===== config.mk =====
export PLATFORM = sky130hd
export DESIGN_NAME = esu_top
export DESIGN_NICKNAME = d
export VERILOG_FILES = /design/src/design/esu_pkg.sv /design/src/design/esu_idx_sel.sv /design/src/design/esu_top.sv
export SDC_FILE = /design/constraint.sdc
export NUM_CORES = 1
export LEC_CHECK = 0
export BUFFER_PORTS_ARGS = -buffer_cell sky130_fd_sc_hd__clkbuf_2
export CAP_MARGIN = 20
export CORE_UTILIZATION = 45
export DETAILED_ROUTE_END_ITERATION = 16
export GPL_TIMING_DRIVEN = 0
export PLACE_DENSITY = 0.81
export SYNTH_ARGS = -nofsm -noshare
export SYNTH_HDL_FRONTEND = slang
export SYNTH_SLANG_ARGS = --single-unit

===== constraint.sdc =====
create_clock -name clk_i -period 9.5 [get_ports clk_i]
set_input_delay 1.425 -clock clk_i [delete_from_list [all_inputs] [get_ports clk_i]]
set_output_delay 1.425 -clock clk_i [all_outputs]
set_load 0.03 [all_outputs]

===== src/design/esu_pkg.sv =====
// Constants for the egress statistics index and update block.
// Assumes all users refer to names as esu_pkg::name.
package esu_pkg;
  localparam int unsigned ADR_W      = 8;
  localparam int unsigned DAT_W      = 32;
  localparam int unsigned SVC_IDX_W  = 10;
  localparam int unsigned INGRESS_SERVICE_INDEX_W     = 12;
  localparam int unsigned VID_W      = 12;
  localparam int unsigned PRIO_W     = 3;
  localparam int unsigned DP_W       = 2;
  localparam int unsigned COS_W      = 3;
  localparam int unsigned COS_OFS_W  = 4;
  localparam int unsigned PT_W       = 3;
  localparam int unsigned ACT_W      = 3;
  localparam int unsigned LEN_W      = 14;
  localparam int unsigned FRM_CNT_W  = 32;
  localparam int unsigned OCT_CNT_W  = 40;
  localparam int unsigned PORT_IDX_W = 5;
  localparam int unsigned PORT_IDX_N = 17;
  localparam int unsigned PORT_CFG_W = 7;
  localparam logic [PORT_IDX_W-1:0] ABORT_IDX = 5'h10;
  localparam logic [FRM_CNT_W-1:0]  FRM_ONE   = 32'h0000_0001;
  // Pipeline actions
  localparam logic [ACT_W-1:0] ACT_NONE      = 3'h0;
  localparam logic [ACT_W-1:0] ACT_XTR       = 3'h1;
  localparam logic [ACT_W-1:0] ACT_XTR_LATE  = 3'h2;
  localparam logic [ACT_W-1:0] ACT_UP_ENDPOINT_EXTRACT_ACTION = 3'h3;
  localparam logic [ACT_W-1:0] ACT_LOOPBACK_ASSEMBLY_ACTION   = 3'h4;
  localparam logic [ACT_W-1:0] ACT_INJ       = 3'h5;
  localparam logic [ACT_W-1:0] ACT_QUEUE_LOOPBACK_ACTION    = 3'h6;
  // Pipeline points, ordered early to late
  localparam logic [PT_W-1:0] PT_IN_MIP  = 3'h1;
  localparam logic [PT_W-1:0] PT_OU_SW   = 3'h3;
  localparam logic [PT_W-1:0] PT_OU_VOE  = 3'h5;
  localparam logic [PT_W-1:0] PT_VRAP    = 3'h7;
  // Abort sources
  localparam logic [1:0] ABT_OQS   = 2'h0;
  localparam logic [1:0] ABT_MATCH = 2'h1;
  localparam logic [1:0] ABT_MIP   = 2'h2;
  localparam logic [1:0] ABT_OAM   = 2'h3;
  // Service index selection modes
  localparam logic [1:0] MODE_SVC      = 2'h0;
  localparam logic [1:0] MODE_SVC_ONLY = 2'h1;
  localparam logic [1:0] MODE_INGRESS_SERVICE_INDEX     = 2'h2;
  localparam logic [1:0] MODE_VID      = 2'h3;
  // Register map
  localparam logic [ADR_W-1:0] A_CTRL  = 8'h00;
  localparam logic [ADR_W-1:0] A_COS   = 8'h04;
  localparam logic [ADR_W-1:0] A_STAT  = 8'h08;
  localparam logic [ADR_W-1:0] A_PORT0 = 8'h10;
  localparam int unsigned REG_STRIDE   = 4;
  localparam int unsigned CTRL_MODE    = 0;
  localparam int unsigned CTRL_STKDIS  = 2;
  localparam int unsigned CTRL_ABTEN   = 3;
  localparam int unsigned CTRL_DPMAP   = 4;
  localparam int unsigned PORT_STK     = 0;
  localparam int unsigned PORT_XTR     = 1;
  localparam int unsigned PORT_INJ     = 4;
  localparam logic [7:0] CTRL_RST = 8'hc0;
  localparam logic [DAT_W-1:0] COS_RST = 32'h7654_3210;
  localparam logic [PORT_CFG_W-1:0] PORT_RST =
    {PT_OU_VOE, PT_OU_SW, 1'b0};
endpackage


===== src/design/esu_idx_sel.sv =====
// Service counter index and color selection, purely combinational.
// Assumes inputs come from the same clock domain as its user.
`timescale 1ns/1ps
module esu_idx_sel (
  input  wire logic [1:0]                     mode_i,
  input  wire logic [3:0]                     drop_level_color_map_i,
  input  wire logic [esu_pkg::DP_W-1:0]       dp_i,
  input  wire logic [esu_pkg::COS_W-1:0]      cos_i,
  input  wire logic [esu_pkg::DAT_W-1:0]      cos_tbl_i,
  input  wire logic [esu_pkg::INGRESS_SERVICE_INDEX_W-1:0]     ingress_service_index_i,
  input  wire logic [esu_pkg::VID_W-1:0]      vid_i,
  input  wire logic                           push_i,
  input  wire logic [esu_pkg::VID_W-1:0]      push_vid_i,
  input  wire logic                           routed_i,
  input  wire logic [esu_pkg::VID_W-1:0]      rleg_vid_i,
  input  wire logic                           dmac_mc_i,
  input  wire logic                           avail_i,
  input  wire logic [esu_pkg::SVC_IDX_W-1:0]  base_i,
  output logic      [esu_pkg::SVC_IDX_W-1:0]  idx_o,
  output logic                                color_o,
  output logic                                ok_o
);
  logic [esu_pkg::COS_OFS_W-1:0] ofs;
  logic [esu_pkg::VID_W-1:0]     vid_sel;

  always_comb begin
    ofs = cos_tbl_i[cos_i*esu_pkg::COS_OFS_W +: esu_pkg::COS_OFS_W];
    vid_sel = routed_i ? rleg_vid_i : (push_i ? push_vid_i : vid_i);
    idx_o = ingress_service_index_i[esu_pkg::SVC_IDX_W-1:0];
    color_o = dmac_mc_i;
    ok_o = 1'b1;
    case (mode_i)
      esu_pkg::MODE_SVC, esu_pkg::MODE_SVC_ONLY: begin
        color_o = drop_level_color_map_i[dp_i];
        if (avail_i) begin
          idx_o = base_i + esu_pkg::SVC_IDX_W'(ofs);
        end
        // Without an index, mode 1 skips counting
        ok_o = avail_i || (mode_i == esu_pkg::MODE_SVC);
      end
      esu_pkg::MODE_INGRESS_SERVICE_INDEX: begin
        idx_o = ingress_service_index_i[esu_pkg::SVC_IDX_W-1:0];
      end
      esu_pkg::MODE_VID: begin
        idx_o = vid_sel[esu_pkg::SVC_IDX_W-1:0];
      end
      default: begin
        ok_o = 1'b0;
      end
    endcase
  end
endmodule


===== src/design/esu_top.sv =====
// Egress statistics index selection and update decision.
// Assumes frame and match inputs come from same-clock pipeline logic,
// one frame per cycle, and a Wishbone classic master on clk_i.
`timescale 1ns/1ps
// Notes on behaviour
// - No local counters; events go to store
// - Seventeen port indexes: color, priority, abort
// - Service indexes: two colors times 1024
// - Frame and octet counts sent together
// - Stacking disable plus header enable blocks service
// - Abort enable excludes OAM processor discards
// - Extract point defaults software-out; earliest counts all
// - Inject point defaults OAM-out; latest counts all
// - Port index: port, priority, shared color
// - Mode 0: base plus class offset
// - Fallback ingress index; color from drop map
// - Mode 1: no index, no service count
// - Mode 2: ingress index, multicast bit color
// - Mode 3: VID from classified, pushed, routed
// - Port counts: transmitted, non-extract frames, plus aborts at abort index
// - Service counts: physical, mode ok, transmitted
// - Extracts counted at or after extract point
// - Injects counted at or before inject point
// - Abort index counts aborts, rewriter gated
// - Match key carries protection active bit
// - Protection selects alternate indexes and base
// - Extracted frames absent at later points
module esu_top #(
  parameter int unsigned NPORT   = 8,
  parameter int unsigned PORT_W  = 3,
  parameter int unsigned ENCAP_W = 12,
  parameter int unsigned MEP_W   = 10
) (
  input  wire logic                            clk_i,
  input  wire logic                            rst_i,
  input  wire logic                            ce_i,
  input  wire logic                            wb_cyc_i,
  input  wire logic                            wb_stb_i,
  input  wire logic                            wb_we_i,
  input  wire logic [esu_pkg::ADR_W-1:0]       wb_adr_i,
  input  wire logic [3:0]                      wb_sel_i,
  input  wire logic [esu_pkg::DAT_W-1:0]       wb_dat_i,
  output logic      [esu_pkg::DAT_W-1:0]       wb_dat_o,
  output logic                                 wb_ack_o,
  input  wire logic                            frm_vld_i,
  input  wire logic [PORT_W-1:0]               frm_port_i,
  input  wire logic                            frm_phys_i,
  input  wire logic [esu_pkg::PRIO_W-1:0]      frm_prio_i,
  input  wire logic [esu_pkg::DP_W-1:0]        frm_dp_i,
  input  wire logic [esu_pkg::COS_W-1:0]       frm_cos_i,
  input  wire logic [esu_pkg::INGRESS_SERVICE_INDEX_W-1:0]      frm_ingress_service_index_i,
  input  wire logic [esu_pkg::VID_W-1:0]       frm_vid_i,
  input  wire logic                            frm_push_i,
  input  wire logic [esu_pkg::VID_W-1:0]       frm_push_vid_i,
  input  wire logic                            frm_routed_i,
  input  wire logic [esu_pkg::VID_W-1:0]       frm_rleg_vid_i,
  input  wire logic                            frm_dmac_mc_i,
  input  wire logic [esu_pkg::PT_W-1:0]        frm_pt_i,
  input  wire logic [esu_pkg::ACT_W-1:0]       frm_act_i,
  input  wire logic                            frm_abort_i,
  input  wire logic [1:0]                      frm_abt_src_i,
  input  wire logic [esu_pkg::LEN_W-1:0]       frm_len_i,
  input  wire logic                            match_ena_i,
  input  wire logic [esu_pkg::SVC_IDX_W-1:0]   match_base_i,
  input  wire logic [esu_pkg::SVC_IDX_W-1:0]   match_base_p_i,
  input  wire logic [ENCAP_W-1:0]              match_encap_i,
  input  wire logic [ENCAP_W-1:0]              match_encap_p_i,
  input  wire logic [MEP_W-1:0]                match_mep_i,
  input  wire logic [MEP_W-1:0]                match_mep_p_i,
  input  wire logic                            match_prot_sel_i,
  input  wire logic                            protection_active_i,
  output logic                                 match_key_prot_o,
  output logic      [ENCAP_W-1:0]              encap_idx_o,
  output logic      [MEP_W-1:0]                mep_idx_o,
  output logic                                 port_upd_o,
  output logic      [PORT_W-1:0]               port_num_o,
  output logic      [esu_pkg::PORT_IDX_W-1:0]  port_idx_o,
  output logic                                 svc_upd_o,
  output logic      [esu_pkg::SVC_IDX_W:0]     svc_idx_o,
  output logic      [esu_pkg::FRM_CNT_W-1:0]   frm_add_o,
  output logic      [esu_pkg::OCT_CNT_W-1:0]   oct_add_o
);
  logic [7:0]                  ctrl_reg, ctrl_next;
  logic [esu_pkg::DAT_W-1:0]   cos_reg, cos_next;
  logic [esu_pkg::PORT_CFG_W-1:0] port_reg [NPORT];
  logic [esu_pkg::PORT_CFG_W-1:0] port_next [NPORT];
  logic [esu_pkg::DAT_W-1:0]   wmask, rdata, dat_next;
  logic                        wr, ack_next;
  logic [1:0]                  mode;
  logic                        stk_dis, abt_en;
  logic [NPORT-1:0]            stk_en;
  logic [esu_pkg::PT_W-1:0]    xtr_pt, inj_pt;
  logic                        prot, avail, sel_ok, color;
  logic [esu_pkg::SVC_IDX_W-1:0] base, idx;
  logic                        is_xtr, is_late, is_inj, pt_ok;
  logic                        port_ok, abort_ok, svc_ok;
  logic                        kprot_next, pupd_next, supd_next;
  logic [ENCAP_W-1:0]          encap_next;
  logic [MEP_W-1:0]            mep_next;
  logic [PORT_W-1:0]           pnum_next;
  logic [esu_pkg::PORT_IDX_W-1:0] pidx_next;
  logic [esu_pkg::SVC_IDX_W:0] sidx_next;
  logic [esu_pkg::FRM_CNT_W-1:0] fadd_next;
  logic [esu_pkg::OCT_CNT_W-1:0] oadd_next;

  // Register bus: one access per request, ack one cycle later
  assign wr = wb_cyc_i && wb_stb_i && wb_we_i && !wb_ack_o;
  assign wmask = {{8{wb_sel_i[3]}}, {8{wb_sel_i[2]}},
                  {8{wb_sel_i[1]}}, {8{wb_sel_i[0]}}};
  assign mode    = ctrl_reg[esu_pkg::CTRL_MODE +: 2];
  assign stk_dis = ctrl_reg[esu_pkg::CTRL_STKDIS];
  assign abt_en  = ctrl_reg[esu_pkg::CTRL_ABTEN];
  assign xtr_pt  = port_reg[frm_port_i][esu_pkg::PORT_XTR +: esu_pkg::PT_W];
  assign inj_pt  = port_reg[frm_port_i][esu_pkg::PORT_INJ +: esu_pkg::PT_W];

  always_comb begin
    ctrl_next = ctrl_reg;
    cos_next  = cos_reg;
    if (wr && wb_adr_i == esu_pkg::A_CTRL) begin
      ctrl_next = (ctrl_reg & ~wmask[7:0]) | (wb_dat_i[7:0] & wmask[7:0]);
    end
    if (wr && wb_adr_i == esu_pkg::A_COS) begin
      cos_next = (cos_reg & ~wmask) | (wb_dat_i & wmask);
    end
  end

  genvar g;
  generate
    for (g = 0; g < NPORT; g++) begin : g_port
      localparam logic [esu_pkg::ADR_W-1:0] AD =
        esu_pkg::ADR_W'(esu_pkg::A_PORT0 + esu_pkg::REG_STRIDE * g);
      assign stk_en[g] = port_reg[g][esu_pkg::PORT_STK];
      always_comb begin
        port_next[g] = port_reg[g];
        if (wr && wb_adr_i == AD && wb_sel_i[0]) begin
          port_next[g] = wb_dat_i[esu_pkg::PORT_CFG_W-1:0];
        end
      end
      always_ff @(posedge clk_i) begin
        if (rst_i) begin
          port_reg[g] <= esu_pkg::PORT_RST;
        end else if (ce_i) begin
          port_reg[g] <= port_next[g];
        end
      end
    end
  endgenerate

  // Unmapped addresses read zero and ignore writes
  always_comb begin
    rdata = '0;
    if (wb_adr_i == esu_pkg::A_CTRL) begin
      rdata = {24'h00_0000, ctrl_reg};
    end else if (wb_adr_i == esu_pkg::A_COS) begin
      rdata = cos_reg;
    end else if (wb_adr_i == esu_pkg::A_STAT) begin
      rdata = {11'h000, port_idx_o, 5'h00, svc_idx_o};
    end
    for (int p = 0; p < NPORT; p++) begin
      if (wb_adr_i ==
          esu_pkg::ADR_W'(esu_pkg::A_PORT0 + esu_pkg::REG_STRIDE * p)) begin
        rdata = {25'h000_0000, port_reg[p]};
      end
    end
    ack_next = wb_cyc_i && wb_stb_i && !wb_ack_o;
    dat_next = ack_next ? rdata : wb_dat_o;
  end

  always_ff @(posedge clk_i) begin
    if (rst_i) begin
      ctrl_reg <= esu_pkg::CTRL_RST;
      cos_reg  <= esu_pkg::COS_RST;
      wb_ack_o <= 1'b0;
      wb_dat_o <= '0;
    end else if (ce_i) begin
      ctrl_reg <= ctrl_next;
      cos_reg  <= cos_next;
      wb_ack_o <= ack_next;
      wb_dat_o <= dat_next;
    end
  end

  // Protected entries swap in the alternate indexes
  assign prot  = match_prot_sel_i && protection_active_i;
  assign base  = prot ? match_base_p_i : match_base_i;
  assign avail = match_ena_i && (base != '0);

  esu_idx_sel u_sel (
    .mode_i     (mode),
    .drop_level_color_map_i   (ctrl_reg[esu_pkg::CTRL_DPMAP +: 4]),
    .dp_i       (frm_dp_i),
    .cos_i      (frm_cos_i),
    .cos_tbl_i  (cos_reg),
    .ingress_service_index_i     (frm_ingress_service_index_i),
    .vid_i      (frm_vid_i),
    .push_i     (frm_push_i),
    .push_vid_i (frm_push_vid_i),
    .routed_i   (frm_routed_i),
    .rleg_vid_i (frm_rleg_vid_i),
    .dmac_mc_i  (frm_dmac_mc_i),
    .avail_i    (avail),
    .base_i     (base),
    .idx_o      (idx),
    .color_o    (color),
    .ok_o       (sel_ok)
  );

  always_comb begin
    is_xtr  = frm_act_i == esu_pkg::ACT_XTR ||
              frm_act_i == esu_pkg::ACT_UP_ENDPOINT_EXTRACT_ACTION ||
              frm_act_i == esu_pkg::ACT_LOOPBACK_ASSEMBLY_ACTION;
    is_late = frm_act_i == esu_pkg::ACT_XTR_LATE;
    is_inj  = frm_act_i == esu_pkg::ACT_INJ ||
              frm_act_i == esu_pkg::ACT_QUEUE_LOOPBACK_ACTION;
    // A frame extracted early no longer exists at the stats point
    pt_ok = is_xtr ? (frm_pt_i >= xtr_pt) :
            is_inj ? (frm_pt_i <= inj_pt) : 1'b1;
    port_ok = !frm_abort_i && !is_xtr && !is_late;
    abort_ok = frm_abort_i &&
      (frm_abt_src_i == esu_pkg::ABT_OQS ||
       (frm_abt_src_i != esu_pkg::ABT_OAM && abt_en));
    svc_ok = frm_phys_i && sel_ok && !frm_abort_i && !is_late && pt_ok &&
             !(stk_dis && stk_en[frm_port_i]);
    kprot_next = protection_active_i;
    encap_next = prot ? match_encap_p_i : match_encap_i;
    mep_next   = prot ? match_mep_p_i : match_mep_i;
    pupd_next  = frm_vld_i && (port_ok || abort_ok);
    supd_next  = frm_vld_i && svc_ok;
    pnum_next  = frm_vld_i ? frm_port_i : port_num_o;
    pidx_next  = port_idx_o;
    sidx_next  = svc_idx_o;
    fadd_next  = esu_pkg::FRM_ONE;
    oadd_next  = oct_add_o;
    if (frm_vld_i) begin
      pidx_next = frm_abort_i ? esu_pkg::ABORT_IDX
                              : {1'b0, color, frm_prio_i};
      sidx_next = {color, idx};
      oadd_next = esu_pkg::OCT_CNT_W'(frm_len_i);
    end
  end

  // All counting happens in the shared store; only events leave here
  always_ff @(posedge clk_i) begin
    if (rst_i) begin
      match_key_prot_o <= 1'b0;
      encap_idx_o <= '0;
      mep_idx_o   <= '0;
      port_upd_o  <= 1'b0;
      port_num_o  <= '0;
      port_idx_o  <= '0;
      svc_upd_o   <= 1'b0;
      svc_idx_o   <= '0;
      frm_add_o   <= esu_pkg::FRM_ONE;
      oct_add_o   <= '0;
    end else if (ce_i) begin
      match_key_prot_o <= kprot_next;
      encap_idx_o <= encap_next;
      mep_idx_o   <= mep_next;
      port_upd_o  <= pupd_next;
      port_num_o  <= pnum_next;
      port_idx_o  <= pidx_next;
      svc_upd_o   <= supd_next;
      svc_idx_o   <= sidx_next;
      frm_add_o   <= fadd_next;
      oct_add_o   <= oadd_next;
    end
  end
endmodule


Word-level counts from Yosys, hierarchy flattened. Memory sizes are Yosys's and may differ from the RTL's. Cells that the tools add are included.

Bitwise logic cells: 16. Shift operators: 1. Multiply operators: 0. Mux-type cells: 48. Equal/unequal tests: 20. Div/mod/pow operators: 0. Reductions and logical operators: 56. $add $sub $neg: 1. Magnitude comparators: 4.

Operators with widths (count): $mux 32 (10); $mux 7 (16); $and 32x32->32 (2); $mux 10 (5); $logic_and 1x1->1 (36); $eq 8x5->1 const B (4); $eq 8x6->1 const B (4); $not 32->32 (1); $or 32x32->32 (1); $shiftx 32x6->4 (1); $pmux 10 s3 (1); $mux 21 (1); $and 8x8->8 (2); $mux 12 (1); $mux 1 (11); $add 10x4->10 (1); $reduce_bool 10->1 (1); $eq 3x3->1 const B (3); $eq 8x3->1 const B (1); $eq 8x4->1 const B (1); $logic_not 8->1 (1); $not 8->8 (1); $or 1x1->1 (8); $or 8x8->8 (1); 17 further kinds (32).

ROM bits: 0. Output and inout bits: 149. Memories kept: 1. Input bits: 204. Bits in latches: 0. Bits in writable memories: 56. Bits in registers: 131.

Memory list: port_reg (words 8, bits a word 7, read ports 9, clocked after memory_dff 0, wr ports 8, RTL line esu_top.sv:85) `logic [esu_pkg::PORT_CFG_W-1:0] port_reg [NPORT];`.

Logic depth before layout (Yosys ltp).
Depth in word-level cells: 12. Gate-level depth with buffers: 12.

Cells and area by module. From an unflattened synthesis, not the netlist that was laid out.

Cells, all modules: 1018. Area total of the unflattened synthesis: 9894.5 µm².

By module, submodules not included: esu_top (area each 8867.3 µm², cells an instance 895, sequential area each 4304.1 µm², times used 1); esu_idx_sel (area each 1027.2 µm², cells an instance 123, sequential area each 0.0 µm², times used 1).

Worst setup path after synthesis. Ideal clock, no wire load.

Path kind: input to register. Start: input port frm_cos_i[0] (netlist name). End: register svc_idx_o[5] (netlist name). Setup time: 0.128 ns. Stages: 11. Data arrival time: 4.028 ns. Path buffers: 1. Path slack: 5.344 ns. Path through: clkbuf_1 mux4_2 mux2i_1 inv_1 ha_1 a211o_1 a21oi_1 or4_1 nand2_1 nor4b_1 nor3_1.

Word-level cells in the longest chain between the ends: 4.

RTL lines: start, declared (RTL line esu_top.sv:50) `input wire logic [esu_pkg::COS_W-1:0] frm_cos_i,`; $shiftx 32x6->4 (RTL line esu_idx_sel.sv:27) `ofs = cos_tbl_i[cos_i*esu_pkg::COS_OFS_W +: esu_pkg::COS_OFS_W];`; $add 10x4->10 (RTL line esu_idx_sel.sv:36) `idx_o = base_i + esu_pkg::SVC_IDX_W'(ofs);`; $mux 10 (RTL line esu_idx_sel.sv:35) `if (avail_i) begin`; $pmux 10 s3 (RTL line esu_idx_sel.sv:32) `case (mode_i)`; end signal, assigned (RTL line esu_top.sv:263) `svc_idx_o <= sidx_next;`; end, declared (RTL line esu_top.sv:79) `output logic [esu_pkg::SVC_IDX_W:0] svc_idx_o,`.

Every way passes these cells. A chain may end at the register's enable or synchronous reset.

Worst setup path after layout. Same ends and word-level chain as after synthesis.

==> metrics.csv <==
stage,metric,value,unit
drt,DR WL/cell,20.4,um
sta,RSZ-0062 raised after global routing,false,
drt,router iterations before antenna repair,5,
placed_design,DP HPWL,27400,um
placed_design,pre-CTS worst setup slack,4.73,ns
clock_tree,post-cts resize count,0,
clock_tree,CTS tree,built,
logic_synthesis,Most used DFF post-synth,dfxtp_1,
placed_design,Port Buffers,279,
power,Peak VDD IR,0.119,mV
die,I/O pins,353,
placed_design,placed cell count,1651,
sta,Final WS setup,5.07,ns
logic_synthesis,post-synth top area share,26.5,%
layout,storage element area,4300,sq um
die,Initial Utilization,46.5,%
hold_path,worst hold path class,register to register,
global_route,initial antenna violation count,3,
layout,"commonest non-fill, non-tap cell in the layout",clkbuf_2,
sta,final setup TNS,0,ns
drt,routed vias/inst,5.63,
setup_path,WS Path Type,input port to register,
drt,via count,9503,
clock_tree,clock latency at the later pin of the worst-skew pair,0.44,ns
clock_tree,Worst-path clk slew,0.08,ns
die,die height,150,um
clock_tree,H-Tree Depth,4,
layout,Post-Layout Cell Count,1688,
setup_path,worst r2r path cells,10,
job,number of max-cap violations,0,
clock_tree,CTS buffer count,17,
logic_synthesis,sequential area share after synthesis,43.5,%
setup_path,CP endpoint kind,register,
power,Leakage Power,5.50,nW
sta,Slew @ Worst Pin,1.02,ns
drt,final WL,34400,um
global_route,number of global-route vias before repair,9054,
sta,Clock Skew,0.0142,ns
setup_path,max incr delay on CP,0.64,ns
sta,Setup Viol. Count Final,0,
layout,P&R area growth vs syn,25.9,%
die,DIE AREA,22600,sq um
layout,number of nets in the layout,1612,
logic_synthesis,Seq cells post-synth,187,
drt,Antenna Nets Post-Route,0,
setup_path,CP max FO,8,
global_route,largest net degree at the start of global routing,20,
clock_tree,cts hold-fix bufs,0,
logic_synthesis,Mapped Avg Cell Area,9.50,sq um
global_route,GRT overflow,0,
logic_synthesis,synthesized instance count,1041,
sta,"Hold Vio Cnt, Final",0,
setup_path,Arrival @ worst endpoint,4.72,ns
logic_synthesis,synth warn,0,
logic_synthesis,Synth area leaders,"dfxtp_1 (27%), edfxtp_1 (17%), mux2i_1 (7.1%)",
setup_path,CP max stage cell,mux4_2,
layout,share of post-route cells with drive strength above 1,30.6,%
clock_tree,setup bufs post-CTS,0,
setup_path,critical path launch point type,input port,
sta,Max Slew Vio Count,0,
run_status,run status,"complete, no violations",
clock_tree,clock tree sinks,187,
die,num rows,53,
logic_synthesis,Post-Syn Area,9890,sq um
global_route,first-pass GRT wire length,51000,um
clock_tree,clock root cell,clkbuf_16,
drt,Detailed Route Iter0 Violations,686,
global_route,GRT Overall Usage,30.5,%
sta,Slew HR,32.2,%
placed_design,Post-DP Area,11800,sq um
logic_synthesis,distinct cell type count after synthesis,63,
layout,footprint of the multi-input gates,4970,sq um
logic_synthesis,Post-synth ARST share,0,%
die,die span in x,150,um
layout,"commonest cells after routing, fill and taps aside","clkbuf_2 (280), nand2_1 (137), dfxtp_1 (131)",
sta,fin crit share,46.6,%
layout,final instance area,12400,sq um
power,power per cell area,156,nW/um^2
logic_synthesis,cell taking the most area after synthesis,dfxtp_1,
clock_tree,clk buf depth,2,
logic_synthesis,Post-synth EDFFs,56,
sta,Max Freq,226,MHz
setup_path,"critical path, cell by cell","clkbuf_1, mux4_2, mux2i_1, inv_1, ha_1, a211o_1, a21oi_1, or4_1, nand2_1, nor4b_1, nor3_1",
drt,detailed-route DRC error count,0,
placed_design,routability cong.,0.975,
sta,Tmin final,4.43,ns
hold_path,worst hold path stage count,2,
layout,Filler cells,1904,
die,core area,21300,sq um
setup_path,Critical Path RT,9.79,ns
## where the power goes
part | internal, mW | leakage, nW | total (mW) | switching [mW]
logic | 0.129 | 3.59 | 0.345 | 0.216
registers | 0.856 | 1.62 | 0.878 | 0.0215
clock network | 0.365 | 0.294 | 0.720 | 0.355
## cells by family after synthesis
logic type               share of synthesized area, %
adder cells (fa/ha/maj)                          1.47
multiplexers                                     14.0
AND/OR/NAND/NOR                                  16.3
other                                          0.0759
XOR/XNOR                                        0.797
AO/OA/AOI/OAI                                    15.5
flip-flops                                       43.5
buffers and inverters                            8.30
## area by class of cell
cell class / count / share of cell area [%]
flip-flops and latches: 187 / 34.6
clock inverters: 15 / 1.32
clock buffers: 17 / 3.42
repair buffers: 281 / 11.3
inverters: 23 / 0.694
diodes: 3 / 0.0603
multi-input cells: 755 / 40.0
well taps: 275 / 2.76
plain buffers: 132 / 5.90
## path summary, 6_finish.rpt
| kind | to | from | slack, ns |
|---|---|---|---|
| max | svc_idx_o[5]$_SDFFE_PP0P_ | frm_cos_i[0] | 5.07 |
| min | oct_add_o[3]$_SDFFE_PP0P_ | oct_add_o[3]$_SDFFE_PP0P_ | 0.46 |
| max reg2reg | svc_idx_o[5]$_SDFFE_PP0P_ | register | 6.38 |
| min reg2reg | oct_add_o[3]$_SDFFE_PP0P_ | oct_add_o[3]$_SDFFE_PP0P_ | 0.46 |
## cell usage after synthesis, types with 6 or more instances
cell      number
nand2_1      137
dfxtp_1      131
nor2_1       119
mux2i_1       70
buf_4         59
edfxtp_1      56
a21oi_1       54
clkbuf_1      49
a22oi_1       27
a311oi_1      24
mux4_2        24
o21ai_0       23
inv_1         22
buf_2         14
nand3_1       14
nand3b_1      14
mux2_2        13
a211o_1       12
nor3_1        11
a221oi_1      10
a22o_1        10
buf_1         10
ha_1          10
nand2b_1      10
nor4_1         9
a211oi_1       8
o211ai_1       8
o22ai_1        8
nor2b_1        7
a21o_1         6
and2_1         6
## per-stage QoR
| stage | hold slack (ns) | util, % | power (mW) |
|---|---|---|---|
| 2_1_floorplan | 0.446 | - | 1.11 |
| 3_3_place_gp | 0.441 | 55.6 | 1.23 |
| 3_5_place_dp | 0.446 | 55.6 | 1.24 |
| 4_1_cts | 0.457 | 58.4 | 1.94 |
| 5_1_grt | 0.473 | 58.5 | 2.01 |
| 6_report | 0.457 | 58.5 | 1.94 |
## layer usage
metal	up-vias	part of all wire, %	wire, um	track usage [%]
met4	2	4.2	1460	13.5
met1	4444	38	13100	36.1
met2	597	49	16900	53.6
met5	-	0.020	7	0
li1	4390	-	-	-
met3	70	8.5	2920	5.67
## critical path, delay by kind of cell
| family | cells | cell delay [ns] |
|---|---|---|
| adder cells (fa/ha/maj) | 1 | 0.31 |
| buffers and inverters | 2 | 0.61 |
| multiplexers | 2 | 0.94 |
| AND/OR/NAND/NOR | 4 | 0.84 |
| AO/OA/AOI/OAI | 2 | 0.59 |
No activity file was read; power rests on OpenSTA's default activity.
